===== config.mk =====
export PLATFORM = sky130hd
export DESIGN_NAME = efm_top
export DESIGN_NICKNAME = d
export VERILOG_FILES = /design/src/inc/efm_pkg.sv /design/src/inc/efm_mt_if.sv /design/src/design/efm_top.sv /design/src/design/efm_mt_counter.sv
export SDC_FILE = /design/constraint.sdc
export NUM_CORES = 1
export LEC_CHECK = 0
export ABC_AREA = 1
export BUFFER_PORTS_ARGS = -buffer_cell sky130_fd_sc_hd__buf_2
export CORE_ASPECT_RATIO = 1.2
export CORE_MARGIN = 5
export CORE_UTILIZATION = 33
export CTS_BUF_LIST = sky130_fd_sc_hd__clkbuf_4 sky130_fd_sc_hd__clkbuf_8
export CTS_CLUSTER_DIAMETER = 200
export DETAILED_ROUTE_END_ITERATION = 6
export PLACE_DENSITY = 0.59
export SLEW_MARGIN = 10
export SYNTH_ARGS = -nofsm -noshare
export SYNTH_HDL_FRONTEND = slang
export SYNTH_SLANG_ARGS = --single-unit

===== constraint.sdc =====
create_clock -name ref_clk -period 3.9 [get_ports ref_clk]
set_clock_uncertainty 0.1 [all_clocks]
set_input_delay 0.39 -clock ref_clk [delete_from_list [all_inputs] [get_ports ref_clk]]
set_output_delay 0.39 -clock ref_clk [all_outputs]
set_load 0.02 [all_outputs]

===== src/inc/efm_pkg.sv =====
/*
 Shared constants, types and helpers of the encoder feedback block:
 encoder modes, multiturn and divider setting limits, start-up timing,
 the start-up state encoding and the quadrature stepping function.
 Assumes nothing beyond a SystemVerilog compiler.
*/
package efm_pkg;

   // Widths of the multiturn count and of the pulses-per-revolution setting.
   localparam int MT_W = 16;
   localparam int PPR_W = 16;

   // Encoder-type selection codes.
   localparam logic ENC_ABSOLUTE = 1'b0;
   localparam logic ENC_INCREMENTAL = 1'b1;

   // Multiturn wrap limit in revolutions; the default disables wrapping.
   localparam logic [MT_W-1:0] WRAP_DEFAULT = 16'h000A;

   // Feedback pulses per revolution, range and default.
   localparam logic [PPR_W-1:0] PPR_MIN = 16'h0010;
   localparam logic [PPR_W-1:0] PPR_MAX = 16'h4000;
   localparam logic [PPR_W-1:0] PPR_DEFAULT = 16'h4000;

   // Cycles waited after reset so that synchronised pins have settled.
   localparam logic [1:0] SETTLE_CYC = 2'h3;

   // Latency from the index pin to the index output, in clock cycles.
   localparam int INDEX_LAT = 3;

   // Bit positions of the synchronised pin vector.
   localparam int PIN_STEP = 0;
   localparam int PIN_DIR = 1;
   localparam int PIN_INDEX = 2;
   localparam int PIN_FIT_INC = 3;
   localparam int PIN_MULTI = 4;
   localparam int PIN_N = 5;

   // Start-up sequencer states.
   typedef enum logic [1:0]
   {
      EFM_ST_LOAD = 2'b01,
      EFM_ST_RUN = 2'b10
   } efm_state_e;

   // Quadrature state, bit 1 is phase A and bit 0 is phase B.
   typedef logic [1:0] efm_quad_t;

   // Forward walks 00, 10, 11, 01 so that phase A leads phase B.
   function automatic efm_quad_t efm_quad_step(efm_quad_t q, logic fwd);
      efm_quad_t r;
      r = q;
      unique case (q)
         2'b00: r = fwd ? 2'b10 : 2'b01;
         2'b10: r = fwd ? 2'b11 : 2'b00;
         2'b11: r = fwd ? 2'b01 : 2'b10;
         2'b01: r = fwd ? 2'b00 : 2'b11;
      endcase
      return r;
   endfunction

endpackage


===== src/inc/efm_mt_if.sv =====
/*
 Carrier between the feedback top and its multiturn counter: revolution
 crossing pulses, latched settings and the count coming back.
 Assumes both ends run on the same clock.
*/
`timescale 1ns/10ps
interface efm_mt_if;
   logic step_fwd;
   logic step_rev;
   logic abs_mode;
   logic multi_capable;
   logic [efm_pkg::MT_W-1:0] wrap_limit;
   logic [efm_pkg::MT_W-1:0] count;

   // The top raises crossings; the counter answers with the count.
   modport ctl (output step_fwd, step_rev, abs_mode, multi_capable,
      wrap_limit, input count);
   modport cnt (input step_fwd, step_rev, abs_mode, multi_capable,
      wrap_limit, output count);
endinterface


===== src/design/efm_top.sv =====
/*
 Encoder feedback block of a servo drive: latches the settings once after
 reset, raises the type mismatch alarm, keeps the single-turn position and
 multiturn count, and divides encoder counts into quadrature A/B plus the
 index pulse. Assumes one step pulse per count with a direction level
 steady around it, at most one step per three clocks, settings on ref_clk.
*/
`timescale 1ns/10ps
module efm_top
#(
   parameter int POS_W = 16
)
(
   input wire logic ref_clk,
   input wire logic reset_n,
   input wire logic encoder_type_select,
   input wire logic [efm_pkg::MT_W-1:0] multiturn_wrap_limit,
   input wire logic [efm_pkg::PPR_W-1:0] feedback_pulses_per_rev,
   input wire logic enc_step,
   input wire logic enc_dir,
   input wire logic enc_index,
   input wire logic enc_fitted_incremental,
   input wire logic enc_multiturn_capable,
   output logic quadrature_out_a,
   output logic quadrature_out_b,
   output logic index_pulse_out,
   output logic [efm_pkg::MT_W-1:0] multiturn_count,
   output logic [POS_W-1:0] single_turn_pos,
   output logic encoder_alarm,
   output logic absolute_mode,
   output logic feedback_ready
);

   localparam int ACC_W = POS_W + 2;
   // Encoder counts per revolution, one above the top position.
   localparam logic [ACC_W-1:0] CPR = {2'b01, {POS_W{1'b0}}};

   // Out-of-range settings are pulled to the nearest legal value.
   function automatic logic [efm_pkg::PPR_W-1:0] clamp_ppr(
      logic [efm_pkg::PPR_W-1:0] v);
      logic [efm_pkg::PPR_W-1:0] r;
      r = v;
      if (v < efm_pkg::PPR_MIN)
         r = efm_pkg::PPR_MIN;
      else if (v > efm_pkg::PPR_MAX)
         r = efm_pkg::PPR_MAX;
      return r;
   endfunction

   logic [efm_pkg::PIN_N-1:0] meta_r;
   logic [efm_pkg::PIN_N-1:0] pin_r;
   logic step_prev_r;
   logic step_evt;
   logic index_r;
   efm_pkg::efm_state_e st_r;
   efm_pkg::efm_state_e st_nxt;
   logic [1:0] settle_r;
   logic [1:0] settle_nxt;
   logic abs_r;
   logic abs_nxt;
   logic multi_r;
   logic multi_nxt;
   logic alarm_r;
   logic alarm_nxt;
   logic [efm_pkg::MT_W-1:0] wrap_r;
   logic [efm_pkg::MT_W-1:0] wrap_nxt;
   logic [efm_pkg::PPR_W-1:0] ppr_r;
   logic [efm_pkg::PPR_W-1:0] ppr_nxt;
   logic [POS_W-1:0] pos_r;
   logic [POS_W-1:0] pos_nxt;
   logic [ACC_W-1:0] acc_r;
   logic [ACC_W-1:0] acc_nxt;
   logic [ACC_W-1:0] inc;
   logic [ACC_W-1:0] acc_sum;
   efm_pkg::efm_quad_t quad_r;
   efm_pkg::efm_quad_t quad_nxt;
   logic zc_fwd_r;
   logic zc_fwd_nxt;
   logic zc_rev_r;
   logic zc_rev_nxt;
   efm_mt_if mt_if ();

   // Two-stage synchronisers for every encoder pin; only pin_r is read.
   always_ff @(posedge ref_clk or negedge reset_n)
   begin
      if (!reset_n)
      begin
         meta_r <= '0;
         pin_r <= '0;
         step_prev_r <= 1'b0;
         index_r <= 1'b0;
      end
      else
      begin
         meta_r <= {enc_multiturn_capable, enc_fitted_incremental,
            enc_index, enc_dir, enc_step};
         pin_r <= meta_r;
         step_prev_r <= pin_r[efm_pkg::PIN_STEP];
         index_r <= pin_r[efm_pkg::PIN_INDEX];
      end
   end

   assign step_evt = pin_r[efm_pkg::PIN_STEP] & ~step_prev_r;
   // Start-up: wait for the pins to settle, then latch the settings once.
   // Later changes of the setting ports are ignored until the next reset.
   always_comb
   begin
      st_nxt = st_r;
      settle_nxt = settle_r;
      abs_nxt = abs_r;
      multi_nxt = multi_r;
      alarm_nxt = alarm_r;
      wrap_nxt = wrap_r;
      ppr_nxt = ppr_r;
      unique case (st_r)
         efm_pkg::EFM_ST_LOAD:
         begin
            settle_nxt = settle_r + 1'b1;
            if (settle_r == efm_pkg::SETTLE_CYC)
            begin
               st_nxt = efm_pkg::EFM_ST_RUN;
               abs_nxt = encoder_type_select == efm_pkg::ENC_ABSOLUTE;
               multi_nxt = pin_r[efm_pkg::PIN_MULTI];
               wrap_nxt = multiturn_wrap_limit;
               ppr_nxt = clamp_ppr(feedback_pulses_per_rev);
               alarm_nxt = abs_nxt & pin_r[efm_pkg::PIN_FIT_INC];
            end
         end
         efm_pkg::EFM_ST_RUN:
            st_nxt = efm_pkg::EFM_ST_RUN;
         default:
            st_nxt = efm_pkg::EFM_ST_LOAD;
      endcase
   end

   // Settings and alarm registers; the alarm stays up until reset.
   always_ff @(posedge ref_clk or negedge reset_n)
   begin
      if (!reset_n)
      begin
         st_r <= efm_pkg::EFM_ST_LOAD;
         settle_r <= '0;
         abs_r <= 1'b1;
         multi_r <= 1'b0;
         alarm_r <= 1'b0;
         wrap_r <= efm_pkg::WRAP_DEFAULT;
         ppr_r <= efm_pkg::PPR_DEFAULT;
      end
      else
      begin
         st_r <= st_nxt;
         settle_r <= settle_nxt;
         abs_r <= abs_nxt;
         multi_r <= multi_nxt;
         alarm_r <= alarm_nxt;
         wrap_r <= wrap_nxt;
         ppr_r <= ppr_nxt;
      end
   end

   // Four quadrature edges per output pulse; the accumulator spreads them
   // evenly over the counts of one revolution.
   assign inc = ACC_W'({ppr_r, 2'b00});
   assign acc_sum = acc_r + inc;
   // Position and divider. Direction comes only from the synchronised encoder direction pin.
   always_comb
   begin
      pos_nxt = pos_r;
      acc_nxt = acc_r;
      quad_nxt = quad_r;
      zc_fwd_nxt = 1'b0;
      zc_rev_nxt = 1'b0;
      if (st_r == efm_pkg::EFM_ST_RUN && step_evt)
      begin
         if (pin_r[efm_pkg::PIN_DIR])
         begin
            pos_nxt = pos_r + 1'b1;
            zc_fwd_nxt = (pos_r == '1);
            if (acc_sum >= CPR)
            begin
               acc_nxt = acc_sum - CPR;
               quad_nxt = efm_pkg::efm_quad_step(quad_r, 1'b1);
            end
            else
               acc_nxt = acc_sum;
         end
         else
         begin
            pos_nxt = pos_r - 1'b1;
            zc_rev_nxt = (pos_r == '0);
            if (acc_r >= inc)
               acc_nxt = acc_r - inc;
            else
            begin
               acc_nxt = acc_r + CPR - inc;
               quad_nxt = efm_pkg::efm_quad_step(quad_r, 1'b0);
            end
         end
      end
   end

   // Position, divider and quadrature registers.
   always_ff @(posedge ref_clk or negedge reset_n)
   begin
      if (!reset_n)
      begin
         pos_r <= '0;
         acc_r <= '0;
         quad_r <= 2'b00;
         zc_fwd_r <= 1'b0;
         zc_rev_r <= 1'b0;
      end
      else
      begin
         pos_r <= pos_nxt;
         acc_r <= acc_nxt;
         quad_r <= quad_nxt;
         zc_fwd_r <= zc_fwd_nxt;
         zc_rev_r <= zc_rev_nxt;
      end
   end

   // Crossings and latched settings go to the multiturn counter.
   assign mt_if.step_fwd = zc_fwd_r;
   assign mt_if.step_rev = zc_rev_r;
   assign mt_if.abs_mode = abs_r;
   assign mt_if.multi_capable = multi_r;
   assign mt_if.wrap_limit = wrap_r;
   efm_mt_counter u_mt
   (
      .ref_clk(ref_clk),
      .reset_n(reset_n),
      .mt(mt_if.cnt)
   );
   // All outputs are register bits.
   assign quadrature_out_a = quad_r[1];
   assign quadrature_out_b = quad_r[0];
   assign index_pulse_out = index_r;
   assign multiturn_count = mt_if.count;
   assign single_turn_pos = pos_r;
   assign encoder_alarm = alarm_r;
   assign absolute_mode = abs_r;
   assign feedback_ready = st_r[1];
endmodule


===== src/design/efm_mt_counter.sv =====
/*
 Multiturn revolution counter. Steps on one-cycle crossing pulses and
 wraps at any configured limit but the default while the encoder is used as absolute and multiturn capable.
 Assumes settings on the carrier stay stable after start-up.
*/
`timescale 1ns/10ps
module efm_mt_counter
(
   input wire logic ref_clk,
   input wire logic reset_n,
   efm_mt_if.cnt mt
);

   logic [efm_pkg::MT_W-1:0] count_r;
   logic [efm_pkg::MT_W-1:0] count_nxt;
   logic wrap_on;
   logic [efm_pkg::MT_W-1:0] top_val;

   // With the default limit the count simply rolls over its full width.
   assign wrap_on = (mt.wrap_limit != efm_pkg::WRAP_DEFAULT);
   assign top_val = mt.wrap_limit - 1'b1;
   assign mt.count = count_r;

   // Next count; holding at zero wins over any crossing.
   always_comb
   begin
      count_nxt = count_r;
      if (!mt.abs_mode || !mt.multi_capable)
      begin
         count_nxt = '0;
      end
      else if (mt.step_fwd)
      begin
         if (wrap_on && count_r == top_val)
            count_nxt = '0;
         else
            count_nxt = count_r + 1'b1;
      end
      else if (mt.step_rev)
      begin
         if (wrap_on && count_r == '0)
            count_nxt = top_val;
         else
            count_nxt = count_r - 1'b1;
      end
   end

   // Count register.
   always_ff @(posedge ref_clk or negedge reset_n)
   begin
      if (!reset_n)
         count_r <= '0;
      else
         count_r <= count_nxt;
   end
endmodule


## Word-level counts from Yosys, hierarchy flattened

Cells that the tools add are included.

| storage, ports and cells | value |
|---|---|
| register bits after elaboration | 105 |
| output and inout port bits | 38 |
| input bits | 40 |
| word-level logic and storage cells | 82 |

| cells by class | value |
|---|---|
| add/sub/neg operators | 11 |
| reduce and logical (&&, ||, !) cells | 12 |
| order comparisons | 4 |
| bitwise operators | 4 |
| equal/unequal tests | 12 |
| multiplexer cells | 22 |

Operator list:

| kind | number |
|---|---|
| 2-to-1 mux 16 bit | 8 |
| 2-to-1 mux 18 bit | 3 |
| subtractor 16 x 1 -> 16 bit, second input constant | 3 |
| subtractor 18 bit | 2 |
| adder 16 x 1 -> 16 bit, second input constant | 2 |
| logical NOT 16 bit | 2 |
| adder 18 x 17 -> 18 bit, second input constant | 1 |
| adder 18 bit | 1 |
| greater-or-equal comparator 18 x 17 -> 1 bit, second input constant | 1 |
| greater-or-equal comparator 18 bit | 1 |
| subtractor 18 x 17 -> 18 bit, second input constant | 1 |
| == test 16 bit | 1 |
| == test 16 bit, second input constant | 1 |
| > comparator 16 x 15 -> 1 bit, second input constant | 1 |
| less-than comparator 16 x 5 -> 1 bit, second input constant | 1 |
| inequality test 16 x 4 -> 1 bit, second input constant | 1 |
| case mux 2 bit (4 select lines) | 2 |
| == test 2 bit, second input constant | 4 |
| 2-to-1 mux 2 bit | 4 |
| == test 2 x 1 -> 1 bit, second input constant | 2 |
| 2-to-1 mux 1 bit | 4 |
| inequality test 2 bit, second input constant | 2 |
| case mux 2 bit (2 select lines) | 1 |
| logical AND 1 bit | 3 |
| other kinds (10) | 13 |

## Longest topological paths before layout

Gate-level depths: netlist of the first run.

| depth | value |
|---|---|
| word-level depth | 6 |
| gate-level depth with buffers | 28 |
| depth with buffers taken out | 27 |

## Modules after synthesis

A second synthesis of the first run with hierarchy kept.

| second synthesis, totals | value |
|---|---|
| cell total of the unflattened synthesis | 1408 |
| area total of the unflattened synthesis | 9591.7 sq um |

By module, submodules not included:

| module | instances | cells an instance | seq. area each (sq um) | area an instance (sq um) |
|---|---|---|---|---|
| efm_top | 1 | 957 | 2183.3 | 7133.1 |
| efm_mt_counter | 1 | 451 | 400.4 | 2458.6 |

## Worst setup path after synthesis of the first run

OpenSTA, ideal clock, no wires.

| path | value |
|---|---|
| kind | reg2reg |
| from | register pin_r[1] (netlist name) |
| to | register pos_r[12], in the netlist single_turn_pos[12] |
| setup time | 83 ps |
| cell stages (with the launch flop) | 13 |
| data arrival time | 2790 ps |
| data required time | 3717 ps |
| path buffers | 2 |
| setup slack | 927 ps |
| cell sequence | dfrtp_1 > clkbuf_1 > inv_1 > clkbuf_1 > ha_1 > nand3_1 > nand3_1 > a21oi_1 > o21ai_0 > a21boi_0 > o21ai_0 > xor2_1 > o21ai_0 |

| between the ends | value |
|---|---|
| longest elaborated chain between the ends | 1 |

Ends and longest elaborated chain:

| item | line | RTL |
|---|---|---|
| start, declared | efm_top.sv:51 | `logic [efm_pkg::PIN_N-1:0] pin_r;` |
| start signal, assigned | efm_top.sv:97 | `pin_r <= meta_r;` |
| 2-to-1 mux 16 bit | efm_top.sv:175 | `if (pin_r[efm_pkg::PIN_DIR])` |
| end signal, assigned | efm_top.sv:215 | `pos_r <= pos_nxt;` |
| end, declared | efm_top.sv:69 | `logic [POS_W-1:0] pos_r;` |

Every way passes these cells.
A chain may end at the register's enable or synchronous reset.

## Worst setup path after layout of the first run

| path | value |
|---|---|
| from | register acc_r[2] |
| to | register quad_r[1] |

| between the ends | value |
|---|---|
| longest elaborated chain between the ends | 4 |
| elaborated cells on any way between the ends | 6 |
| those cells by class | add/sub (1); order compare (2); eq/ne (2); reduce/logical (1) |

Ends and longest elaborated chain:

| item | line | RTL |
|---|---|---|
| start, declared | efm_top.sv:71 | `logic [ACC_W-1:0] acc_r;` |
| start signal, assigned | efm_top.sv:216 | `acc_r <= acc_nxt;` |
| adder 18 bit | efm_top.sv:164 | `assign acc_sum = acc_r + inc;` |
| greater-or-equal comparator 18 x 17 -> 1 bit | efm_top.sv:179 | `if (acc_sum >= CPR)` |
| inequality test 2 x 1 -> 1 bit (no line) | - |  |
| AND reduction 3 bit (no line) * | - |  |
| end signal, assigned | efm_top.sv:217 | `quad_r <= quad_nxt;` |
| end, declared | efm_top.sv:75 | `efm_pkg::efm_quad_t quad_r;` |

Mark *: on every way between the ends. The rest lies on a longest branch, timed or not.

==> results of run 1 <==
==> routing by layer <==
layer / routed length, um / vias up / track usage, % / share of wire [%]
met5: 0 / - / 0 / 0
met4: 818 / 0 / 6.56 / 2.9
met3: 989 / 51 / 2.23 / 3.5
met2: 14300 / 202 / 31.0 / 51
met1: 12200 / 4034 / 21.7 / 43
li1: - / 4411 / - / -
==> cells by family (layout without fill, tap and decap cells) <==
kind of cell               count (synthesis)  count (layout)  synth area share [%]
and+or+nand+nor                          633             633                  29.3
buffers and inverters                    249             310                  11.2
AOI/OAI and AO/OA                        194             194                  11.3
DFF                                      103             103                  27.1
adders and majority gates                 88              88                  12.9
xor gates and xnor gates                  86              86                  8.15
==> final cells by class <==
class                      instances  area (um2)
tap                              385         482
sequential                       103        2580
timing repair buffer              91         518
multi-input combinational       1001        5880
inverter                         203         762
clock inverter                     6        76.3
fill                            3132       18100
clock buffer                      10         138
==> synthesized netlist by cell type, drive strengths merged <==
library cell	count	area, um2
clkbuf	20	118
ha	71	888
dfstp	5	131
nor2	110	465
nor3	17	126
o22ai	14	87.6
o31ai	2	15.0
nand4	20	125
xor2	74	656
inv	202	758
buf	24	166
nand2	378	1460
fa	17	340
o221ai	1	8.76
nand3b	4	30.0
o21bai	6	45.0
o211ai	7	52.6
xnor2	11	96.3
dlygate4sd3	1	10.0
a21boi	3	22.5
and3	1	6.26
a21oi	64	320
a221oi	1	8.76
or2	5	31.3
o21ai	84	424
dfrtp	98	2450
dlygate4sd1	1	8.76
a31oi	2	12.5
xnor3	1	23.8
nand3	84	453
a21o	1	7.51
clkinv	1	3.75
o32ai	4	35.0
nor4	14	87.6
o21a	4	30.0
a311oi	1	8.76
==> power breakdown <==
group          switching [W]  internal (W)  total (W)  leakage [nW]
Sequential          0.000363       0.00132    0.00169          1.28
Combinational        0.00345       0.00188    0.00533          3.96
Clock               0.000432      0.000324   0.000756         0.106
==> per-stage QoR <==
step,power [W],cells,worst slack [ns],instance area [um2]
2_1_floorplan,0.00565,1353,0.927,9520
3_3_place_gp,0.00697,1778,0.554,10200
3_5_place_dp,0.00698,1778,0.413,10200
4_1_cts,0.00780,1799,0.392,10400
5_1_grt,0.00855,1799,0.0704,10400
6_report,0.00778,1799,0.430,10400
==> placed cells by master, fill, tap and decap left out, types with 2 or more instances in the layout <==
master and n:
nor2_1 96, nand3_2 4, nor2_4 4, o21a_1 4, o211ai_1 7, buf_4 9, nand2_1 363, ha_1 70
nor3_2 6, nand3_1 79, nand4_1 20, dlygate4sd3_1 5, xor2_1 73, a31oi_1 2, inv_2 12, clkbuf_8 10
o21ai_0 73, or2_2 2, a21boi_0 2, a21oi_1 64, inv_1 190, o21ai_1 10, o31ai_1 2, xnor2_1 11
o32ai_1 4, o22ai_1 14, nor4_1 13, nor2_2 10, or2_1 2, nor3_1 10, fa_1 17, nand3b_1 4
inv_6 2, dfstp_2 5, nand2_2 14, buf_2 76, dfrtp_1 98, o21bai_1 6
==> how the worst min path moves through the flow <==
| stage | from | end | slack, ns | depth (start not counted) |
|---|---|---|---|---|
| 3_5_place_dp | meta_r[3] | pin_r[3] | 0.24 | 0 |
| 5_1_grt | reset_n | u_mt.mt.count[11] | 0.05 | 1 |
| 3_3_place_gp | meta_r[2] | pin_r[2] | 0.23 | 0 |
| 2_1_floorplan | reset_n | acc_r[10] | -0.006 | 0 |
| 4_1_cts | reset_n | u_mt.mt.count[11] | 0.03 | 1 |
| 6_report | reset_n | u_mt.mt.count[11] | -0.008 | 1 |
==> sequential cells by signal, indices dropped and copies added, names as in the netlist <==
name and count:
acc_r 16, mt_if.wrap_limit 16, ppr_r 16, single_turn_pos 16, u_mt.mt.count 16, meta_r 5
pin_r 5, quad_r 2, settle_r 2, st_r 2, absolute_mode 1, encoder_alarm 1
index_pulse_out 1, mt_if.multi_capable 1, mt_if.step_fwd 1, mt_if.step_rev 1, step_prev_r 1
==> timing repair <==
action                                 CTS  global route
hold buffers                             5             0
gates resized for setup                  0             1
endpoints found under the hold margin    5             0
setup endpoints to repair                0             2
==> impl_metrics.csv, run 1 <==
group,metric,value,unit
timing,rsz0062_at_grt,"false",
worst_setup_path,crit_cells,24,
route,ant_nets,0,
route,vias,8698,
flow_run,cap_violations,0,
worst_setup_path,cp_common_cell,"nand2_1",
worst_setup_path,critPathLaunch,"acc_r[2]",
worst_setup_path,critPathTopFamily,"simple AND/OR/NAND/NOR gates",
placed_design,portBuffers,77,
clock_tree,cts_buffers,9,
layout,final_core_util,36.5,%
timing,timing.final.crit_share,89.0,%
worst_setup_path,cp-end-kind,"register",
worst_setup_path,timing.rr.end,"quad_r[1]",
power_and_ir_drop,ir_drop,207,uV
route,wirelength,28300,um
logic_synthesis,synthCells,1353,
clock_tree,cts_tree,"built",
global_route,grt_start_max_net_pins,66,
timing,finalSetupViolations,0,
worst_setup_path,worst_path_max_delay_cell,"dfrtp_1",
worst_setup_path,cp.arrival,3.69,ns
worst_setup_path,crit_chain,"ha_1 -> inv_1 -> fa_1 -> inv_1 -> nand2_1 -> nand2_1 -> nand2_1 -> nand3_1 -> a21oi_1 -> or2_1 -> nand2_1 -> inv_2 -> ha_1 -> nand3_1 -> nor2_1 -> nand2_1 -> nor2_1 -> nand3_1 -> nor2_1 -> nand2_1 -> nand2_1 -> o21ai_1 -> nand2_1 -> o21ai_1",
global_route,antenna_found_initial,0,
worst_setup_path,critPathMaxStageDelay,0.40,ns
hold_path,worstHoldPathType,"input port to asynchronous set/reset pin",
timing,slew_headroom,37.4,%
clock_tree,postCtsSetupBuffers,0,
worst_setup_path,cp_max_fo,4,
clock_tree,h-tree-depth,3,
clock_tree,clockBufferDepth,2,
logic_synthesis,syn_avg_cell_area,7.03,um2
route,drt_first_pass_iters,5,
worst_setup_path,rr_worst_depth,24,
global_route,grt_pass1_wl,44900,um
global_route,grt_use_total,17.6,%
global_route,overflow,0,
layout,drive_gt1_share,11.8,%
layout,fin_nets,1537,
floorplan,die_w,165,um
worst_setup_path,crit_type,"register to register",
logic_synthesis,ys_seq_area_share,27.1,%
worst_setup_path,critPathBufInv,3,
placed_design,gp_congestion,0.935,
timing,fin_crit,3.47,ns
clock_tree,root_buffer,"clkbuf_8",
timing,slew_violations,0,
worst_setup_path,crit_end,"quad_r[1]",
worst_setup_path,r2r_start,"acc_r[2]",
power_and_ir_drop,power_density,745,nW/um2
worst_setup_path,worstPathRequired,4.12,ns
floorplan,die-area,32400,um2
route,drt_iter0_drc,465,
placed_design,hpwl,22200,um
timing,worst_slew_pin_slew,0.940,ns
worst_setup_path,r2r_setup_slack,0.43,ns
route,viasPerCell,4.83,
timing,final-hold-violation-count,2,
timing,final.setup.tns,0,ns
worst_setup_path,critical_path.startpoint_type,"register",
outcome,status,"complete, but fails checks",
layout,area_growth,9.69,%
clock_tree,clk_pin_slew_worst_paths,0.13,ns
floorplan,core,28600,um2
outcome,violations,"hold timing",
layout,antenna_cells,0,
power_and_ir_drop,p_leak,5.35,nW
clock_tree,worst_skew_pair.late_latency,0.41,ns
route,wl_per_cell,15.7,um
clock_tree,clock_sinks,103,
route,drcViolationCount,0,
timing,fmaxAchievable,288,MHz
logic_synthesis,synth.cell_area,9520,um2
floorplan,die_y,196,um
floorplan,start_util,33.3,%
logic_synthesis,synth-seq-cells,103,
floorplan,row_count,68,
logic_synthesis,synth_cell_types,57,
logic_synthesis,yosys_warnings,0,
global_route,grt_pass1_vias,8602,
logic_synthesis,synth_fp_nets,1481,
floorplan,io-pin-count,78,
timing,holdWs,-0.00778,ns
Power figures use the tool's default switching activity.
==> run 2: changes to the inputs <==
--- a/config.mk
+++ b/config.mk
@@ -7,13 +7,14 @@
 export LEC_CHECK = 0
 export ABC_AREA = 1
 export BUFFER_PORTS_ARGS = -buffer_cell sky130_fd_sc_hd__buf_2
-export CORE_ASPECT_RATIO = 1.2
+export CORE_ASPECT_RATIO = 1.75
 export CORE_MARGIN = 5
 export CORE_UTILIZATION = 33
 export CTS_BUF_LIST = sky130_fd_sc_hd__clkbuf_4 sky130_fd_sc_hd__clkbuf_8
 export CTS_CLUSTER_DIAMETER = 200
 export DETAILED_ROUTE_END_ITERATION = 6
-export PLACE_DENSITY = 0.59
+export PLACE_DENSITY = 0.61
+export SKIP_CTS_REPAIR_TIMING = 1
 export SLEW_MARGIN = 10
 export SYNTH_ARGS = -nofsm -noshare
 export SYNTH_HDL_FRONTEND = slang
==> constraint.sdc (replaced) <==
create_clock -name ref_clk -period 2.95 [get_ports ref_clk]
set_clock_uncertainty 0.1 [all_clocks]
set_input_delay 0.295 -clock ref_clk [delete_from_list [all_inputs] [get_ports ref_clk]]
set_output_delay 0.295 -clock ref_clk [all_outputs]
set_load 0.02 [all_outputs]
==> run 2 against run 1 <==
Against the previous run: hold slack worse by 0.012 ns; core utilization is 5.2 points higher; maximum frequency is 16% higher; sequential cell count stayed put; non-clock buffer count is 139 higher; the flow finishes with violations (hold timing, setup timing); largest power group unchanged; combinational power is 61% higher; design area is 14% higher; count of clock-buffer cells in the layout is 1 lower; sequential power is 31% higher; global-route usage is 1.8 points higher.
==> impl_metrics.csv, run 2 (synthesis results as in run 1) <==
group,metric,value,unit
layout,antenna_cells,0,
route,wl_per_cell,16.4,um
layout,area_growth,25.0,%
worst_setup_path,worstPathRequired,3.23,ns
worst_setup_path,r2r_setup_slack,-0.05,ns
clock_tree,worst_skew_pair.late_latency,0.46,ns
timing,timing.final.crit_share,102,%
route,met2WireLength,18000,um
worst_setup_path,cp_common_cell,"nand2_2",
worst_setup_path,timing.rr.end,"quad_r[0]",
route,wl_met3,967,um
power_and_ir_drop,clockPowerShare,9.7,%
timing,worst_slew_pin_slew,0.621,ns
floorplan,die_w,138,um
placed_design,hpwl,26100,um
global_route,grt_pass1_vias,9356,
route,drcViolationCount,0,
placed_design,placed_area,11100,um2
timing,fin_crit,3.00,ns
power_and_ir_drop,p_int,0.00573,W
timing,slew_violations,0,
floorplan,io-pin-count,78,
floorplan,die-area,32500,um2
power_and_ir_drop,ir_drop,346,uV
route,drt_iter0_drc,403,
route,vias,9385,
global_route,antenna_found_initial,0,
route,met1Wirelength,10700,um
global_route,grt_pass1_wl,49400,um
worst_setup_path,cp.arrival,3.28,ns
timing,holdWs,-0.0200,ns
clock_tree,h-tree-depth,3,
timing,slew_headroom,58.6,%
timing,final-hold-violation-count,4,
power_and_ir_drop,switching_power,0.00624,W
worst_setup_path,critical_path.startpoint_type,"register",
hold_path,hold_path_depth,3,
floorplan,die_y,235,um
global_route,overflow,0,
clock_tree,cts_buffers,9,
layout,final_cell_mix,"nand2_1, inv_1, buf_4, dfrtp_1, nor2_1",
worst_setup_path,crit_type,"register to register",
route,viasPerCell,4.86,
outcome,violations,"hold timing, setup timing",
power_and_ir_drop,swShare,52.1,%
timing,rsz0062_at_grt,"true",
route,drt_first_pass_iters,5,
route,wirelength,31700,um
floorplan,row_count,82,
power_and_ir_drop,p_seq_share,18.5,%
floorplan,start_util,33.4,%
worst_setup_path,critPathMaxStageDelay,0.39,ns
worst_setup_path,rr_worst_depth,25,
power_and_ir_drop,p_leak,6.07,nW
hold_path,worstHoldPathType,"input port to register",
global_route,grt_use_total,19.3,%
placed_design,gp_congestion,0.994,
clock_tree,clock_sinks,103,
layout,fin_area,11900,um2
clock_tree,cts_tree,"built",
timing,fmaxAchievable,333,MHz
layout,fin_nets,1676,
timing,layout_setup_ws,-0.0499,ns
route,routed.top_layer,"met4",
power_and_ir_drop,power_density,1010,nW/um2
clock_tree,clockBufferDepth,2,
hold_path,hold_path_end,"mt_if.wrap_limit[4]",
placed_design,place_ws,-0.249,ns
timing,finalSetupViolations,3,
placed_design,portBuffers,77,
worst_setup_path,cp_max_fo,4,
worst_setup_path,worst_path_max_delay_cell,"dfrtp_1",
layout,final_core_util,41.7,%
clock_tree,root_buffer,"clkbuf_8",
outcome,status,"complete, but fails checks",
layout,drive_gt1_share,23.8,%
hold_path,min_from,"multiturn_wrap_limit[4]",
worst_setup_path,cp-end-kind,"register",
clock_tree,clk_pin_slew_worst_paths,0.13,ns
power_and_ir_drop,p_comb_share,71.8,%
route,ant_nets,0,
flow_run,cap_violations,0,
floorplan,core,28500,um2
global_route,grt_start_max_net_pins,43,
worst_setup_path,r2r_start,"acc_r[2]",
layout,final_common_cell,"nand2_1",
-- run 2: metrics by stage --
stage	cells	total power (W)	setup TNS, ns
4_1_cts	1911	0.0116	-0.909
3_5_place_dp	1895	0.0103	-0.790
2_1_floorplan	1353	0.00747	0
6_report	1931	0.0120	-0.105
3_3_place_gp	1895	0.0103	-0.478
5_1_grt	1931	0.0130	-0.890
-- run 2: area by class of cell --
type,instances,area [um2]
inverter,203,766
clock inverter,7,129
multi-input combinational,1001,6200
tap,378,473
sequential,103,2580
fill,3055,16600
timing repair buffer,230,1620
clock buffer,9,124
-- run 2: power by group through the flow --
| stage | registers [W] | clock network (W) | logic, W |
|---|---|---|---|
| final | 0.00221 | 0.00117 | 0.00860 |
| after global routing | 0.00227 | 0.00125 | 0.00948 |
| after CTS | 0.00217 | 0.00121 | 0.00818 |
| after detailed placement | 0.00220 | 0 | 0.00814 |
| after global placement | 0.00219 | 0 | 0.00811 |
| after floorplan | 0.00234 | 0 | 0.00513 |
-- run 2: worst max-delay path by stage --
stage | startpoint | end | slack (ns)
after floorplan | ppr_r[9] | quad_r[0] | 0.02
after global placement | ppr_r[5] | quad_r[1] | -0.17
after detailed placement | ppr_r[5] | quad_r[1] | -0.25
after CTS | ppr_r[6] | quad_r[0] | -0.28
after global routing | acc_r[2] | quad_r[0] | -0.25
final | acc_r[2] | quad_r[0] | -0.05
-- run 2: worst max-delay path, delay by kind of cell, from the launching register on --
kind,cells,cell delay [ns]
AOI/OAI and AO/OA,3,0.32
adders and majority gates,3,0.73
buffers and inverters,4,0.30
DFF,1,0.39
and+or+nand+nor,15,1.11
-- run 2: routing by layer --
layer / track usage, % / vias to the layer above
met5: 0 / -
met4: 12.7 / 0
met3: 2.18 / 91
met2: 38.6 / 218
met1: 18.0 / 4382
li1: - / 4694
==> run 3: changes to the inputs <==
--- a/config.mk
+++ b/config.mk
@@ -8,7 +8,6 @@
 export ABC_AREA = 1
 export BUFFER_PORTS_ARGS = -buffer_cell sky130_fd_sc_hd__buf_2
 export CORE_ASPECT_RATIO = 1.75
-export CORE_MARGIN = 5
 export CORE_UTILIZATION = 33
 export CTS_BUF_LIST = sky130_fd_sc_hd__clkbuf_4 sky130_fd_sc_hd__clkbuf_8
 export CTS_CLUSTER_DIAMETER = 200
==> run 3 against run 2 <==
Against the previous run: die area down 9.0%; via count grew 1.8%; combinational power is 2% higher; power is 0.76% higher; the run still ends with hold timing, setup timing left; hold slack improved by 0.0071 ns; clock power down 7%.
==> impl_metrics.csv, run 3 (synthesis results as in run 1) <==
group,metric,value,unit
timing,fmaxAchievable,338,MHz
clock_tree,cts_tree,"built",
global_route,grt_use_total,22.6,%
clock_tree,h-tree-depth,3,
outcome,status,"complete, but fails checks",
layout,drive_gt1_share,25.1,%
hold_path,hold_path_end,"mt_if.wrap_limit[10]",
floorplan,io-pin-count,78,
route,drt_iter0_drc,445,
power_and_ir_drop,p_leak,6.14,nW
layout,fill_cells,2999,
worst_setup_path,crit_chain,"ha_2 -> inv_2 -> fa_2 -> inv_2 -> nand2_2 -> nand2_4 -> nand2_4 -> nand3_2 -> a21oi_2 -> or2_1 -> nand2_2 -> inv_2 -> ha_4 -> nand3_2 -> nor2_1 -> nand2_1 -> nor2_1 -> nand3_1 -> nor2_1 -> nand2_1 -> nand2_2 -> o21ai_4 -> nand2_1 -> o21ai_1",
route,vias,9558,
flow_run,cap_violations,0,
power_and_ir_drop,ir_drop,377,uV
worst_setup_path,cp_max_fo,4,
timing,timing.final.crit_share,100,%
global_route,grt_pass1_vias,9549,
clock_tree,clockBufferDepth,2,
timing,layout_setup_ws,-0.00800,ns
route,viasPerCell,4.93,
layout,area_growth,25.9,%
layout,final_cell_mix,"nand2_1, inv_1, buf_4, dfrtp_1, nor2_1",
floorplan,core,28200,um2
worst_setup_path,crit_type,"register to register",
route,drcViolationCount,0,
global_route,grt_pass1_wl,49200,um
floorplan,die-area,29600,um2
worst_setup_path,rr_worst_depth,24,
worst_setup_path,timing.rr.end,"quad_r[1]",
power_and_ir_drop,total_power,0.0121,W
route,wl_per_cell,16.8,um
layout,fin_nets,1688,
power_and_ir_drop,power_density,1010,nW/um2
floorplan,die_w,130,um
route,wirelength,32600,um
worst_setup_path,critPathMaxStageDelay,0.37,ns
route,drt_first_pass_iters,5,
worst_setup_path,worstPathRequired,3.23,ns
floorplan,start_util,33.8,%
worst_setup_path,critPathTopFamily,"simple AND/OR/NAND/NOR gates",
floorplan,die_y,227,um
timing,finalSetupViolations,2,
floorplan,row_count,81,
hold_path,hold_path_depth,3,
clock_tree,root_buffer,"clkbuf_8",
timing,holdWs,-0.0128,ns
hold_path,min_from,"multiturn_wrap_limit[10]",
worst_setup_path,r2r_start,"acc_r[2]",
placed_design,hpwl,26100,um
layout,final_core_util,42.5,%
clock_tree,clock_sinks,103,
hold_path,worstHoldPathType,"input port to register",
worst_setup_path,worst_path_max_delay_cell,"dfrtp_1",
worst_setup_path,critical_path.startpoint_type,"register",
clock_tree,worst_skew_pair.late_latency,0.44,ns
placed_design,place_ws,-0.283,ns
worst_setup_path,cp-end-kind,"register",
global_route,grt_start_max_net_pins,46,
layout,antenna_cells,0,
outcome,violations,"hold timing, setup timing",
timing,rsz0062_at_grt,"true",
timing,final-hold-violation-count,3,
worst_setup_path,cp.arrival,3.24,ns
layout,final_common_cell,"nand2_1",
global_route,antenna_found_initial,0,
route,ant_nets,0,
worst_setup_path,r2r_setup_slack,-0.008,ns
timing,slew_headroom,28.8,%
clock_tree,cts_buffers,9,
placed_design,gp_congestion,0.957,
timing,slew_violations,0,
timing,worst_slew_pin_slew,1.06,ns
global_route,overflow,0,
placed_design,portBuffers,77,
timing,fin_crit,2.96,ns
clock_tree,clk_pin_slew_worst_paths,0.12,ns
worst_setup_path,critPathBufInv,3,
[run 3: cell types whose count changed in the layout (fill, tap and decap cells not counted), sizes merged]
cell	previous run	this run
buf	215	230
dlygate4sd3	15	12
clkbuf	9	11
clkinv	5	3
clkinvlp	1	2
inv	202	201
[run 3: cell type report]
type                       count  area (um2)  share of cell area [%]
multi-input combinational   1001        6260                    52.2
inverter                     203         766                    6.39
sequential                   103        2580                    21.6
tap                          373         467                    3.90
clock inverter                 5        81.3                   0.679
timing repair buffer         242        1680                    14.0
clock buffer                  11         145                    1.21
[run 3: worst max path at each step]
| stage | startpoint | endpoint | cells past startpoint |
|---|---|---|---|
| 6_report | acc_r[2] | quad_r[1] | 24 |
| 5_1_grt | ppr_r[8] | acc_r[16] | 22 |
| 4_1_cts | acc_r[2] | quad_r[1] | 24 |
| 3_5_place_dp | acc_r[2] | quad_r[1] | 24 |
| 3_3_place_gp | ppr_r[0] | quad_r[1] | 24 |
| 2_1_floorplan | ppr_r[9] | quad_r[0] | 24 |
[run 3: worst register-to-register path: stages (launching register included)]
cell	delay (ns)
dfrtp_1	0.37
ha_2	0.19
inv_2	0.04
fa_2	0.36
inv_2	0.07
nand2_2	0.06
nand2_4	0.10
nand2_4	0.05
nand3_2	0.07
a21oi_2	0.06
or2_1	0.24
nand2_2	0.09
inv_2	0.05
ha_4	0.15
nand3_2	0.06
nor2_1	0.04
nand2_1	0.06
nor2_1	0.04
nand3_1	0.05
nor2_1	0.04
nand2_1	0.12
nand2_2	0.13
o21ai_4	0.20
nand2_1	0.07
o21ai_1	0.07
[run 3: per-layer routing]
| layer | GRT usage, % | up-vias | part of all wire [%] |
|---|---|---|---|
| met3 | 3.21 | 117 | 3.0 |
| met4 | 17.7 | 0 | 7.8 |
| li1 | - | 4714 | - |
| met2 | 44.1 | 234 | 56 |
| met1 | 20.0 | 4493 | 34 |
| met5 | 0 | - | 0 |
[run 3: power breakdown]
| group | leakage [nW] | internal (W) | total, W | switching, W |
|---|---|---|---|---|
| clock | 0.113 | 0.000511 | 0.00109 | 0.000581 |
| sequential | 1.28 | 0.00175 | 0.00224 | 0.000487 |
| combinational | 4.74 | 0.00357 | 0.00874 | 0.00517 |
[run 3: through the flow]
stage          cells  setup TNS [ns]  cell area (um2)
2_1_floorplan   1353               0             9520
3_3_place_gp    1892          -0.431            11100
3_5_place_dp    1892          -0.858            11100
4_1_cts         1908          -0.969            11300
5_1_grt         1938           -1.13            12000
6_report        1938         -0.0129            12000
